==> config.mk <==
export PLATFORM = sky130hd
export DESIGN_NAME = ipf_top
export DESIGN_NICKNAME = d
export VERILOG_FILES = /design/src/hdl/ipf_pkg.sv /design/src/hdl/ipf_level_decode.sv /design/src/hdl/ipf_axil_slave.sv /design/src/hdl/ipf_top.sv
export VERILOG_INCLUDE_DIRS = /design/src /design/src/hdl
export SDC_FILE = /design/constraint.sdc
export NUM_CORES = 1
export LEC_CHECK = 0
export BUFFER_PORTS_ARGS = -buffer_cell sky130_fd_sc_hd__buf_2
export CAP_MARGIN = 15
export CORE_MARGIN = 5
export CORE_UTILIZATION = 46
export DETAILED_ROUTE_END_ITERATION = 12
export GPL_TIMING_DRIVEN = 1
export PLACE_DENSITY = 0.9
export SYNTH_ARGS = -nofsm -noshare
export SYNTH_HDL_FRONTEND = slang
export SYNTH_SLANG_ARGS = --single-unit
==> constraint.sdc <==
create_clock -name aclk -period 2 [get_ports aclk]
set_input_delay 0.3 -clock aclk [delete_from_list [all_inputs] [get_ports aclk]]
set_output_delay 0.3 -clock aclk [all_outputs]
set_load 0.05 [all_outputs]
==> src/hdl/ipf_regs.svh <==
// Purpose: Register offsets, field positions, reset values and bus answers of the priority fields.
// Assumes: Each register takes one aligned 32-bit word on the AXI4-Lite bus.
// Notes:   Only byte lane 0 carries implemented bits.
`ifndef IPF_REGS_SVH
`define IPF_REGS_SVH

// ============================================================
// Register offsets (byte addresses)
`define IPF_OFS_CMP_CAP    32'h0000_0000
`define IPF_OFS_PAR_CMP8   32'h0000_0004

// ============================================================
// Field positions inside a register word
`define IPF_CAP6_LSB       0
`define IPF_CMP5_LSB       4
`define IPF_CMP8_LSB       0
`define IPF_PAR_LSB        4
`define IPF_IMPL_MASK      32'h0000_0077

// ============================================================
// Codes and reset values
`define IPF_FIELD_RST      3'h4
`define IPF_CODE_OFF       3'h0
`define IPF_CODE_LOW       3'h1
`define IPF_CODE_TOP       3'h7

// ============================================================
// AXI4-Lite response codes
`define IPF_RESP_OKAY      2'h0
`define IPF_RESP_SLVERR    2'h2

`endif

==> src/hdl/ipf_pkg.sv <==
// Purpose: Types shared by the priority field block.
// Assumes: Nothing beyond the register header.
// Notes:   Constants live in the register header; only types stand here.
package ipf_pkg;

    // ============================================================
    // Types
    typedef logic [2:0] ipf_code_t;
    typedef logic [1:0] ipf_resp_t;

    typedef enum logic [1:0] {
        IPF_SRC_CMP5,
        IPF_SRC_CAP6,
        IPF_SRC_PAR,
        IPF_SRC_CMP8
    } ipf_src_e;

endpackage

==> src/hdl/ipf_level_decode.sv <==
// Purpose: Turns one source's priority code into a level, an enable and a gated request.
// Assumes: The source flag comes from logic on aclk.
// Notes:   All outputs are registered, so they trail the code by one cycle.
`timescale 1ns/1ps
`include "ipf_regs.svh"

module ipf_level_decode (
    input  wire logic              aclk,
    input  wire logic              aresetn,
    input  wire ipf_pkg::ipf_code_t code,
    input  wire logic              flag,
    output logic [2:0]             level,
    output logic                   enabled,
    output logic                   req
);

    // ============================================================
    // Decoding
    wire code_on = (code != `IPF_CODE_OFF);

    always_ff @(posedge aclk) begin
        if (!aresetn) begin
            level   <= 3'h0;
            enabled <= 1'b0;
            req     <= 1'b0;
        end else begin
            // The code is the level itself: one is lowest, seven highest.
            level   <= code;
            enabled <= code_on;
            // A disabled source never reaches the arbiter.
            req     <= flag & code_on;
        end
    end

endmodule

==> src/hdl/ipf_axil_slave.sv <==
// Purpose: AXI4-Lite slave front end that turns bus transfers into single-cycle register strobes.
// Assumes: One write and one read at most under way at a time.
// Notes:   Write address and data are taken in either order; the strobe fires in the cycle the second of the two is taken.
`timescale 1ns/1ps
`include "ipf_regs.svh"

module ipf_axil_slave (
    input  wire logic               aclk,
    input  wire logic               aresetn,
    input  wire logic [31:0]        s_axi_awaddr,
    input  wire logic               s_axi_awvalid,
    output logic                    s_axi_awready,
    input  wire logic [31:0]        s_axi_wdata,
    input  wire logic [3:0]         s_axi_wstrb,
    input  wire logic               s_axi_wvalid,
    output logic                    s_axi_wready,
    output ipf_pkg::ipf_resp_t      s_axi_bresp,
    output logic                    s_axi_bvalid,
    input  wire logic               s_axi_bready,
    input  wire logic [31:0]        s_axi_araddr,
    input  wire logic               s_axi_arvalid,
    output logic                    s_axi_arready,
    output logic [31:0]             s_axi_rdata,
    output ipf_pkg::ipf_resp_t      s_axi_rresp,
    output logic                    s_axi_rvalid,
    input  wire logic               s_axi_rready,
    output logic                    wr_en,
    output logic [31:0]             wr_addr,
    output logic [31:0]             wr_data,
    output logic [3:0]              wr_strb,
    input  wire logic               wr_ok,
    output logic                    rd_en,
    output logic [31:0]             rd_addr,
    input  wire logic [31:0]        rd_data,
    input  wire logic               rd_ok
);

    // ============================================================
    // Write channel
    logic        aw_held_q;
    logic        w_held_q;
    logic [31:0] awaddr_q;
    logic [31:0] wdata_q;
    logic [3:0]  wstrb_q;

    wire aw_take   = s_axi_awvalid & s_axi_awready;
    wire w_take    = s_axi_wvalid & s_axi_wready;
    wire aw_full   = aw_held_q | aw_take;
    wire w_full    = w_held_q | w_take;
    wire fire      = aw_full & w_full & ~s_axi_bvalid;
    wire bvalid_d  = fire | (s_axi_bvalid & ~s_axi_bready);
    wire aw_held_d = aw_full & ~fire;
    wire w_held_d  = w_full & ~fire;

    assign wr_en   = fire;
    assign wr_addr = aw_held_q ? awaddr_q : s_axi_awaddr;
    assign wr_data = w_held_q ? wdata_q : s_axi_wdata;
    assign wr_strb = w_held_q ? wstrb_q : s_axi_wstrb;

    // ============================================================
    // Read channel
    wire rvalid_d = rd_en | (s_axi_rvalid & ~s_axi_rready);

    assign rd_en   = s_axi_arvalid & s_axi_arready;
    assign rd_addr = s_axi_araddr;

    always_ff @(posedge aclk) begin
        if (!aresetn) begin
            aw_held_q     <= 1'b0;
            w_held_q      <= 1'b0;
            awaddr_q      <= 32'h0000_0000;
            wdata_q       <= 32'h0000_0000;
            wstrb_q       <= 4'h0;
            s_axi_awready <= 1'b0;
            s_axi_wready  <= 1'b0;
            s_axi_bvalid  <= 1'b0;
            s_axi_bresp   <= `IPF_RESP_OKAY;
            s_axi_arready <= 1'b0;
            s_axi_rvalid  <= 1'b0;
            s_axi_rdata   <= 32'h0000_0000;
            s_axi_rresp   <= `IPF_RESP_OKAY;
        end else begin
            aw_held_q     <= aw_held_d;
            w_held_q      <= w_held_d;
            s_axi_awready <= ~aw_held_d & ~bvalid_d;
            s_axi_wready  <= ~w_held_d & ~bvalid_d;
            s_axi_bvalid  <= bvalid_d;
            s_axi_arready <= ~rvalid_d;
            s_axi_rvalid  <= rvalid_d;
            if (aw_take) begin
                awaddr_q <= s_axi_awaddr;
            end
            if (w_take) begin
                wdata_q <= s_axi_wdata;
                wstrb_q <= s_axi_wstrb;
            end
            if (fire) begin
                s_axi_bresp <= wr_ok ? `IPF_RESP_OKAY : `IPF_RESP_SLVERR;
            end
            if (rd_en) begin
                s_axi_rdata <= rd_data;
                s_axi_rresp <= rd_ok ? `IPF_RESP_OKAY : `IPF_RESP_SLVERR;
            end
        end
    end

endmodule

==> src/hdl/ipf_top.sv <==
// Purpose: Priority fields for two compare channels, a capture channel and the parallel port.
// Assumes: Source flags come from logic on aclk; software is the only party on the bus.
// Notes:   Arbitration and vectoring sit downstream and read the level, enable and request outputs.
//
// Our own choices: the AXI4-Lite slave port and the register offsets.
`timescale 1ns/1ps
`include "ipf_regs.svh"

module ipf_top #(
    parameter int NSRC = 4
) (
    input  wire logic               aclk,
    input  wire logic               aresetn,
    input  wire logic [31:0]        s_axi_awaddr,
    input  wire logic               s_axi_awvalid,
    output logic                    s_axi_awready,
    input  wire logic [31:0]        s_axi_wdata,
    input  wire logic [3:0]         s_axi_wstrb,
    input  wire logic               s_axi_wvalid,
    output logic                    s_axi_wready,
    output ipf_pkg::ipf_resp_t      s_axi_bresp,
    output logic                    s_axi_bvalid,
    input  wire logic               s_axi_bready,
    input  wire logic [31:0]        s_axi_araddr,
    input  wire logic               s_axi_arvalid,
    output logic                    s_axi_arready,
    output logic [31:0]             s_axi_rdata,
    output ipf_pkg::ipf_resp_t      s_axi_rresp,
    output logic                    s_axi_rvalid,
    input  wire logic               s_axi_rready,
    input  wire logic [NSRC-1:0]    src_flag,
    output logic [3*NSRC-1:0]       src_level,
    output logic [NSRC-1:0]         src_enabled,
    output logic [NSRC-1:0]         src_req
);

    // ============================================================
    // Address decoding

    // Returns a one-hot register select, or zero for an unmapped address; bit 0 is the first register, bit 1 the second.
    function automatic logic [1:0] ipf_sel(input logic [31:0] addr);
        logic [1:0] sel;
        sel    = 2'b00;
        sel[0] = (addr[31:2] == 30'(`IPF_OFS_CMP_CAP >> 2));
        sel[1] = (addr[31:2] == 30'(`IPF_OFS_PAR_CMP8 >> 2));
        return sel;
    endfunction

    logic        wr_en;
    logic [31:0] wr_addr;
    logic [31:0] wr_data;
    logic [3:0]  wr_strb;
    logic        rd_en;
    logic [31:0] rd_addr;
    logic [31:0] rd_data;

    wire [1:0] wr_sel = ipf_sel(wr_addr);
    wire [1:0] rd_sel = ipf_sel(rd_addr);
    wire       wr_ok  = |wr_sel;
    wire       rd_ok  = |rd_sel;

    // Every implemented bit sits in byte lane 0, so only that strobe matters.
    wire       wr_lane0 = wr_en & wr_strb[0];
    wire       wr_a     = wr_lane0 & wr_sel[0];
    wire       wr_b     = wr_lane0 & wr_sel[1];

    // ============================================================
    // Bus front end
    ipf_axil_slave u_bus (
        .aclk          (aclk),
        .aresetn       (aresetn),
        .s_axi_awaddr  (s_axi_awaddr),
        .s_axi_awvalid (s_axi_awvalid),
        .s_axi_awready (s_axi_awready),
        .s_axi_wdata   (s_axi_wdata),
        .s_axi_wstrb   (s_axi_wstrb),
        .s_axi_wvalid  (s_axi_wvalid),
        .s_axi_wready  (s_axi_wready),
        .s_axi_bresp   (s_axi_bresp),
        .s_axi_bvalid  (s_axi_bvalid),
        .s_axi_bready  (s_axi_bready),
        .s_axi_araddr  (s_axi_araddr),
        .s_axi_arvalid (s_axi_arvalid),
        .s_axi_arready (s_axi_arready),
        .s_axi_rdata   (s_axi_rdata),
        .s_axi_rresp   (s_axi_rresp),
        .s_axi_rvalid  (s_axi_rvalid),
        .s_axi_rready  (s_axi_rready),
        .wr_en         (wr_en),
        .wr_addr       (wr_addr),
        .wr_data       (wr_data),
        .wr_strb       (wr_strb),
        .wr_ok         (wr_ok),
        .rd_en         (rd_en),
        .rd_addr       (rd_addr),
        .rd_data       (rd_data),
        .rd_ok         (rd_ok)
    );

    // ============================================================
    // Priority field storage
    ipf_pkg::ipf_code_t cmp5_q;
    ipf_pkg::ipf_code_t cap6_q;
    ipf_pkg::ipf_code_t par_q;
    ipf_pkg::ipf_code_t cmp8_q;

    wire ipf_pkg::ipf_code_t wr_cap6 = wr_data[`IPF_CAP6_LSB +: 3];
    wire ipf_pkg::ipf_code_t wr_cmp5 = wr_data[`IPF_CMP5_LSB +: 3];
    wire ipf_pkg::ipf_code_t wr_cmp8 = wr_data[`IPF_CMP8_LSB +: 3];
    wire ipf_pkg::ipf_code_t wr_par  = wr_data[`IPF_PAR_LSB +: 3];

    always_ff @(posedge aclk) begin
        if (!aresetn) begin
            // Mid-level default lets software raise or lower a source without a read first.
            cmp5_q <= `IPF_FIELD_RST;
            cap6_q <= `IPF_FIELD_RST;
            par_q  <= `IPF_FIELD_RST;
            cmp8_q <= `IPF_FIELD_RST;
        end else begin
            if (wr_a) begin
                cap6_q <= wr_cap6;
                cmp5_q <= wr_cmp5;
            end
            if (wr_b) begin
                cmp8_q <= wr_cmp8;
                par_q  <= wr_par;
            end
        end
    end

    // ============================================================
    // Read data
    logic [31:0] word_a;
    logic [31:0] word_b;

    always_comb begin
        word_a                          = 32'h0000_0000;
        word_a[`IPF_CAP6_LSB +: 3]      = cap6_q;
        word_a[`IPF_CMP5_LSB +: 3]      = cmp5_q;
        word_b                          = 32'h0000_0000;
        word_b[`IPF_CMP8_LSB +: 3]      = cmp8_q;
        word_b[`IPF_PAR_LSB +: 3]       = par_q;
    end

    // Bits outside the implemented mask are never stored, so they read as zero.
    assign rd_data = ((rd_sel[0] ? word_a : 32'h0000_0000)
                    | (rd_sel[1] ? word_b : 32'h0000_0000)) & `IPF_IMPL_MASK;

    // ============================================================
    // Per-source level decoding
    ipf_pkg::ipf_code_t codes [NSRC];

    assign codes[ipf_pkg::IPF_SRC_CMP5] = cmp5_q;
    assign codes[ipf_pkg::IPF_SRC_CAP6] = cap6_q;
    assign codes[ipf_pkg::IPF_SRC_PAR]  = par_q;
    assign codes[ipf_pkg::IPF_SRC_CMP8] = cmp8_q;

    for (genvar i = 0; i < NSRC; i++) begin : g_src
        ipf_level_decode u_dec (
            .aclk    (aclk),
            .aresetn (aresetn),
            .code    (codes[i]),
            .flag    (src_flag[i]),
            .level   (src_level[3*i +: 3]),
            .enabled (src_enabled[i]),
            .req     (src_req[i])
        );
    end

    localparam int CMP8 = 3;
    localparam int CAP6 = 1;

    for (genvar j = 0; j < NSRC; j++) begin : g_chk

    end
endmodule

After elaboration in Yosys (flattened, before gate mapping)

Cells that the tools add are included.

Flip-flop bits (word level): 89
Bits of input ports: 111
Logic and storage cells: 77

Equality and inequality tests: 2
Mux-type cells: 7
Bitwise operators: 31
Reduce and logical (&&, ||, !) cells: 8

Operator list:

| operator            | number |
|---|---|
| $eq 30x1->1 const B | 2 |
| $logic_not 30->1    | 2 |
| $mux 32             | 1 |
| $mux 7              | 3 |
| $and 1x1->1         | 18 |
| $reduce_bool 3->1   | 4 |
| $not 1->1           | 8 |
| $or 7x7->7          | 1 |
| $mux 2              | 2 |
| $or 1x1->1          | 4 |
| $reduce_or 2->1     | 2 |
| $mux 1              | 1 |

Logic depth before layout (Yosys ltp)

Gate-level depths: netlist of run 1.

Word-level depth: 8
Gate-level depth with buffers: 6
Gate-level depth less buffers: 5

Cells and area by module

A second synthesis of run 1 with hierarchy kept.

Cell total of the unflattened synthesis: 700
Area, all modules: 6681.4 um^2

Modules (own cells, without submodules):

| module           | times used | cells each | area each (um^2) | sequential area each (um^2) |
|---|---|---|---|---|
| ipf_axil_slave   | 1          | 576        | 5366.4           | 2182.1 |
| ipf_top          | 1          | 84         | 754.5            | 240.2 |
| ipf_level_decode | 4          | 10         | 140.1            | 100.1 |

Worst setup path before layout of run 1

OpenSTA, ideal clock, no wires.

Path kind: reg-to-reg
Start: register u_bus.s_axi_wready
End: register cap6_q[0]
Library setup time: 0.120 ns
Arrival time: 1.976 ns
Required time: 1.880 ns
Setup slack: -0.097 ns
Stages on the path, launching flop included: 7
Buffers on the path: 1
Cells stage by stage: dfxtp_1 > buf_2 > nand4b_1 > a211o_1 > a2111oi_4 > nand3_2 > mux2i_1

Cells in the longest elaborated chain, start to end: 6

Ends and longest elaborated chain:

| what                     | line                 | text |
|---|---|---|
| start, declared          | ipf_axil_slave.sv:16 | `output logic s_axi_wready,` |
| start signal, assigned   | ipf_axil_slave.sv:86 | `s_axi_wready <= ~w_held_d & ~bvalid_d;` |
| $and 1x1->1              | ipf_axil_slave.sv:47 | `wire w_take = s_axi_wvalid & s_axi_wready;` |
| $or 1x1->1               | ipf_axil_slave.sv:49 | `wire w_full = w_held_q \| w_take;` |
| $and 1x1->1 (2 in a row) | ipf_axil_slave.sv:50 | `wire fire = aw_full & w_full & ~s_axi_bvalid;` |
| $and 1x1->1              | ipf_top.sv:63        | `wire wr_lane0 = wr_en & wr_strb[0];` |
| $and 1x1->1              | ipf_top.sv:64        | `wire wr_a = wr_lane0 & wr_sel[0];` |
| end signal, assigned     | ipf_top.sv:116       | `` cap6_q <= `IPF_FIELD_RST; `` |
| end signal, assigned     | ipf_top.sv:121       | `cap6_q <= wr_cap6;` |
| end, declared            | ipf_top.sv:103       | `ipf_pkg::ipf_code_t cap6_q;` |

Every way passes these cells.
A chain may end at the register's enable or synchronous reset.

Worst setup path after layout of run 1

Start: register u_bus.aw_held_q
End: register cap6_q[0]

Cells in the longest elaborated chain, start to end: 5
Elaborated cells between the ends (all ways): 7

Ends and longest elaborated chain:

| what                     | line                 | text |
|---|---|---|
| start, declared          | ipf_axil_slave.sv:40 | `logic aw_held_q;` |
| start signal, assigned   | ipf_axil_slave.sv:83 | `aw_held_q <= aw_held_d;` |
| $or 1x1->1               | ipf_axil_slave.sv:48 | `wire aw_full = aw_held_q \| aw_take;` |
| $and 1x1->1 (2 in a row) | ipf_axil_slave.sv:50 |  |
| $and 1x1->1              | ipf_top.sv:63        |  |
| $and 1x1->1 *            | ipf_top.sv:64        |  |

Mark *: on every way between the ends. The rest lies on a longest branch, timed or not.

==> results summary, run 1 <==
Setup repair after global routing left no endpoint under its margin. The number of fillers in the final layout came out at between 700 and 800. The sequential area share after synthesis is 0.4622. The area inside the core boundary came out at 0.007727 mm^2. The CTS sink count came out at 84. Once placement completed, the tool counted placed cells totaling ~600.

The routed wire length per instance is approximately 14 um. For this run, the detailed router's first-pass iteration total came to 4. The worst clock skew came out at about 11 ps. The nature of the critical path endpoint is a flip-flop. The cell sitting at the root of the clock tree is a sky130_fd_sc_hd__clkbuf_8. Routability-driven placement finished with a final weighted congestion of between 0.7 and 0.8. The antenna diode instance count came out at 0. The per-instance average area after synthesis came out at between 9 and 10 um^2.

The number of placement rows came out at 32. The total number of nets in the final design came out at 615. The critical-path maximum fanout is 5. The library cell used most frequently in the layout, excluding fill and tap cells, is sky130_fd_sc_hd__buf_2. The number of hold buffers added after CTS was 0.

The maximum VDD drop came out at approximately 0.3 mV. Headroom to the max-slew limit came out at 0.6223. The worst hold path belongs to the class in -> reg. The number of enable-type register cells in the synthesized netlist came out at 0. The wire length on met3 is 599 um.

The via count of the first global-routing pass came out at around 3000. The netlist area before placement is approximately 0.0036 mm^2. The total track usage came out at 0.1694.

The final-report hold violation count came out at 0. The initial detailed-routing violation count is around 130. The initial antenna violation count is 0. The cell count of the worst hold path came out at 2. The worst-skew pair later-pin latency is 350 ps. The first global-routing pass estimated approximately 14 mm of wire. The maximum level of the CTS H-tree is 3. The number of remaining DRC errors came out at 0.

The total setup buffers inserted after CTS came out at 0. The static power due to leakage is a little under 2 nW. The synthesized flop and latch total is between 80 and 90.

Max-cap violations in this run came to 0. The max-slew violation count came to 0. The quantity of I/O buffers inserted on ports came out at 110. The starting utilization of the core area is 0.4709. The number of failing setup endpoints in the final timing report is 0. The remaining antenna violation count after routing is 0.

The overall die area came out at approximately 0.01 mm^2. The detailed router used layers up to and including met4. The total power after layout came out at 3.574 mW. Dividing the detail-routed via count by the number of cells gives ~4.9. The synthesized instance count came out at roughly 400. Once detailed placement completed, the half-perimeter wirelength came to between 6 and 7 mm. The Yosys step of the flow raised 0 warnings.

TritonCTS built the clock tree. The routed metal-1 wirelength is between 3 and 4 mm. The maximum buffer depth of the clock tree came out at 2. The flow ran to the end, and the final reports show no timing, DRC or antenna violations. The overall overflow remaining after global route came out at 0. The data arrival time at the worst-slack endpoint came out at between 2000 and 2500 ps. Leaving out filler cells and counting taps, the final layout contains between 600 and 700. The fraction of registers with async set or reset after synthesis came out at 0. Derived from the worst setup path, the maximum achievable clock frequency is approximately 0.52 GHz.

The number of I/O pins is 172. The power density over the cells came out at 827.3 mW/mm^2. The amount of wire on met2 after detailed routing is about 4.3 mm. The total detailed-routing wirelength came out at 8.680 mm. The library cells used most frequently in the layout, excluding fill and tap cells, are sky130_fd_sc_hd__buf_2, sky130_fd_sc_hd__nand2_1, sky130_fd_sc_hd__dfxtp_1. Entering global routing, the biggest net connects 38 pins. The accumulated negative setup slack is 0 ps. The detailed-route via count is 2993. The minimum period implied by the final worst setup slack came out at ~1900 ps. The count of cells along the worst register-to-register path is 5. The part of the cycle the worst path needs came out at 0.9524. The count of distinct cell types in the synthesized netlist came out at 43. At the pin with the least slew margin, the transition time is 566.6 ps.

The worst setup path is launched from a flip-flop. The setup path with the least slack is of type reg -> reg. The ratio of cells with drive above 1 in the final layout came out at 0.2927. The clock transition time at the flip-flop clock pins of the worst setup and hold paths came out at 90 ps. The required time reported for the critical path endpoint came out at roughly 2200 ps.

The height of the die is 98.94 um. The x dimension of the die came out at about 99 um. The area growth from synthesis to layout is 18.74%. The number of buffers created by CTS is 9. For this run, the leading register cell type out of synthesis is sky130_fd_sc_hd__dfxtp_1.
-- per-stage QoR --
stage / hold slack [ps] / worst slack [ps] / cell area [um^2] / util
finish: 148.3 / 95.20 / 4320 / 0.5591
global route: 136.3 / 28.49 / 4320 / 0.5591
CTS: 133.7 / 17.94 / 4314 / 0.5583
detailed placement: 452.4 / -78.73 / 4108 / 0.5316
global placement: 444.6 / -30.90 / 4108 / 0.5316
floorplan: 421.7 / 78.61 / 3741 / -
-- cells in the mapped netlist (all sizes together), types with 4 or more instances --
| library cell | n | area share |
|---|---|---|
| a21boi | 38 | 0.078 |
| buf | 42 | 0.083 |
| and2 | 17 | 0.029 |
| or3 | 4 | 0.0069 |
| o21ai | 7 | 0.0096 |
| nand2 | 91 | 0.095 |
| mux2 | 5 | 0.015 |
| inv | 8 | 0.0083 |
| nor2b | 5 | 0.0086 |
| nor3 | 10 | 0.014 |
| nand3 | 13 | 0.021 |
| nor4 | 12 | 0.021 |
| dfxtp | 84 | 0.46 |
| mux2i | 21 | 0.058 |
| clkbuf | 13 | 0.016 |
-- power by group --
group	leakage [nW]	switching [mW]	total, mW	internal, mW
Sequential	0.687	0.0342	1.77	1.74
Combinational	1.18	0.388	0.559	0.171
Clock	0.107	0.645	1.24	0.599
Total	1.98	1.07	3.57	2.51
-- sequential cells by signal, indices dropped and copies added (netlist names), 4 cells and up --
name and cells:
u_bus.s_axi_rdata 6, g_src.u_dec.enabled 4, g_src.u_dec.level 12, g_src.u_dec.req 4
u_bus.wdata_q 6, u_bus.awaddr_q 30
-- area by class of cell --
type                       instances  area (um^2)  area share
sequential                        84         1684      0.3898
tap                              102        127.6     0.02954
clock buffer                       9        123.9     0.02867
multi-input combinational        283         1663      0.3849
inverter                           8        30.03    0.006950
clock inverter                     7        81.33     0.01882
timing repair buffer             118        610.6      0.1413
-- worst max-delay path, cell delays in order (launching register included) --
cell and delay, ps:
sky130_fd_sc_hd__dfxtp_2 410, sky130_fd_sc_hd__or4b_1 460, sky130_fd_sc_hd__o22a_1 270, sky130_fd_sc_hd__a2111oi_4 270
sky130_fd_sc_hd__nand3_2 220, sky130_fd_sc_hd__mux2i_1 160
-- per-layer routing --
| metal | vias to the layer above | global-route usage |
|---|---|---|
| met5 | - | 0 |
| met4 | 0 | 0.06933 |
| met3 | 12 | 0.04954 |
| met2 | 94 | 0.2779 |
| met1 | 1383 | 0.2076 |
| li1 | 1504 | - |
-- logic make-up (layout without fill, tap and decap cells) --
| group | count (synthesis) | count (layout) | synth area share |
|---|---|---|---|
| AO/OA/AOI/OAI | 58 | 58 | 0.1224 |
| buffers and inverters | 64 | 142 | 0.1104 |
| flip-flops | 84 | 84 | 0.4622 |
| multiplexers | 26 | 26 | 0.07324 |
| other | 1 | 28 | 0.001031 |
| AND/OR/NAND/NOR | 171 | 171 | 0.2307 |
-- path summary, 6_finish.rpt --
| check | from | to | slack [ps] |
|---|---|---|---|
| hold / removal | src_flag[0] | g_src[0].u_dec.req | 150 |
| setup reg to reg | u_bus.aw_held_q | cap6_q[0] | 100 |
| setup / recovery | u_bus.aw_held_q | cap6_q[0] | 100 |
| hold reg to reg | u_bus.awaddr_q[25] | u_bus.awaddr_q[25] | 460 |
-- timing repair --
| action | 4_1_cts | 5_1_grt |
|---|---|---|
| resized for setup | 1 | 1 |
| hold endpoints to repair | 0 | 0 |
| setup endpoints to repair | 8 | 10 |
| pin swaps | 0 | 2 |
Power figures use the tool's default switching activity.
==> inputs of run 2 (changes only) <==
- CELL_PAD_IN_SITES_DETAIL_PLACEMENT: not set -> 1
- CELL_PAD_IN_SITES_GLOBAL_PLACEMENT: not set -> 2
- CORE_UTILIZATION: 46 -> 26
- CTS_CLUSTER_SIZE: not set -> 25
- PLACE_DENSITY: 0.9 -> 0.91
==> run 2 against run 1 <==
Compared with the run above: register-to-register slack lost 40 ps; first-iteration DRC count down 3.8%; clock-buffer cell count grew 1; combinational power increased by 2%; largest cell class unchanged; power increased by 19%; highest routed layer unchanged.
==> results summary, run 2 (same netlist as run 1, synthesis figures left out) <==
The clock transition time at the flip-flop clock pins of the worst setup and hold paths is around 60 ps. The flow ran to the end, and the final reports show no timing, DRC or antenna violations. The cell sitting at the root of the clock tree is a sky130_fd_sc_hd__clkbuf_16.

At the worst endpoint, the arrival time is roughly 2200 ps. The overall die area came out at around 0.016 mm^2. The setup slack on the worst flop-to-flop path is 50 ps.

After detailed routing, the number of remaining DRC violations is 0. The worst relative slew slack is 0.6553. The worst setup path is of the reg -> reg kind. The total track usage came out at 0.1225.

Setup repair after global routing could not meet its margin everywhere. The max-capacitance violation count came out at 0. Entering global routing, the biggest net connects 40 pins.

TritonCTS built the clock tree. The part of the cycle the worst path needs came out at 0.9737. The first global-routing pass estimated between 15 and 20 mm of wire. Once layout is complete, the utilization of the core stands at 0.3308. The height of the die is about 130 um.

The static power due to leakage is 2.041 nW. The maximum VDD drop came out at ~0.3 mV. For this run, the post-layout net count is between 600 and 700. The flip-flop count of the largest register, all copies and words added came out at 30. The peak per-stage delay on the critical path is 520 ps. The critical-path maximum fanout came out at 4. The slowest stage of the critical path is the sky130_fd_sc_hd__or4b_1 cell. The routed wire length per instance came out at 14.55 um. The final-report hold violation count is 0.

The initial antenna violation count was 0. The number of cells in the design after placement is between 600 and 700. The number of buffers inserted by hold repair at cts is 0.

The ratio of cells with drive above 1 in the final layout came out at 0.2961. The total overflow left after global routing is 0. The initial utilization of the core area, before any placement, comes to 0.2631. The detail route stage leaves a number of antenna-violating nets equal to 0.

The max-slew violation count is 0. The minimum period implied by the final worst setup slack is ~2000 ps. The quantity of I/O buffers inserted on ports is 110. The total detailed-routing wirelength came out at 10.05 mm. For the pin with the worst max-slew slack, the measured transition is slightly above 500 ps. In the final layout, the registers with the most flip-flops are u_bus.awaddr_q x30, g_src.u_dec.level x12.

The detailed-route via count came out at approximately 3000. TritonCTS created 9 clock buffers. The accumulated negative setup slack is 0 ps.

The via count of the first global-routing pass came out at between 3000 and 4000. The CTS sink count came out at 84. The worst clock skew is around 6 ps. For this design the ratio of total power to cell area is between 900 and 1000 mW/mm^2. The non-filler instance count after layout is between 600 and 700. The first detailed-routing pass ran for 4 iterations. The worst-skew pair later-pin latency came out at about 330 ps. The half-perimeter wire length of the detailed placement result came out at 7.977 mm. The required time reported for the critical path endpoint came out at approximately 2200 ps. The highest attainable clock frequency came out at 0.5135 GHz.

The final weighted congestion of routability-driven global placement is around 0.73. The most common library cell in the layout ignoring fill and taps is sky130_fd_sc_hd__buf_2. In this run the deepest clock path goes through 2 buffers. The number of failing setup endpoints in the final timing report came out at 0. The maximum level of the CTS H-tree came out at 3.

The worst path meets setup with between 50 and 60 ps of slack. The number of I/O pins came out at 172. Traced cell by cell, the critical path runs through or4b_1, o22a_2, a2111oi_4, nand3_2, mux2i_1. The setup slack at placement is -98.54 ps. The worst setup path is captured at a flip-flop. The via density per instance is 4.384.

The category of the worst setup path launch point is a flip-flop. Measured along the x axis, the die boundary spans roughly 130 um. In this run the worst hold path is classified as in -> reg. The growth of design area from synthesis to finish is 25.72%. The number of placement rows came out at 43. The initial detailed-routing violation count is between 100 and 150.

The top cell types in the final layout, fill and taps aside, are sky130_fd_sc_hd__buf_2, sky130_fd_sc_hd__nand2_1, sky130_fd_sc_hd__dfxtp_1. The largest register by flop count is u_bus.awaddr_q. The area inside the core boundary is 0.01383 mm^2.
-- run 2: cell count changes in the layout (fill, tap and decap cells not counted), sizes merged --
cell      previous run  this run
clkinvlp             0         1
bufinv               1         3
inv                 12         8
clkbuf               9        10
buf                118       119
diode                0         1
-- run 2: metal layers --
metal  vias up  share of wire  GRT usage
met5         -              0          0
met4         0          0.017    0.04931
met3         9          0.057    0.03125
met2        62           0.52     0.2133
met1      1451           0.41     0.1429
li1       1507              -          -
-- run 2: timing repair --
action                     4_1_cts  5_1_grt
setup endpoints to repair        4       10
setup buffers                    0        1
resized for setup                1        2
pin swaps                        1        3
-- run 2: report_power, final --
group	internal [mW]	switching, mW
Sequential	1.74	0.0344
Clock	1.25	0.654
Combinational	0.172	0.395
-- run 2: cell type report --
type | instances | area (um^2)
Antenna cell | 1 | 2.502
Clock buffer | 10 | 239.0
Clock inverter | 6 | 111.4
Fill cell | 1643 | 9253
Inverter | 8 | 30.03
Multi-Input combinational cell | 283 | 1664
Sequential cell | 84 | 1684
Tap cell | 180 | 225.2
Timing Repair Buffer | 119 | 618.1
-- run 2: critical path: cells and delay by family, from the launching register on --
kind	cells	cell delay, ps
flops	1	310
mux	1	170
simple gates	2	740
compound gates	2	610
-- run 2: final timing paths --
| check | to | from | cells after the start |
|---|---|---|---|
| max | par_q[1] | u_bus.awaddr_q[7] | 5 |
| min | g_src[2].u_dec.req | src_flag[2] | 2 |
| min reg2reg | u_bus.awaddr_q[25] | u_bus.awaddr_q[25] | 2 |
| max reg2reg | par_q[1] | u_bus.awaddr_q[7] | 5 |
-- run 2: per-stage QoR --
step / hold WS (ps) / instance area (um^2) / total power, mW
after floorplan: 421.7 / 3741 / 2.256
after global placement: 444.3 / 4205 / 2.359
after detailed placement: 452.9 / 4205 / 2.380
after CTS: 150.6 / 4557 / 4.304
after global routing: 162.8 / 4572 / 4.422
final: 170.2 / 4574 / 4.249
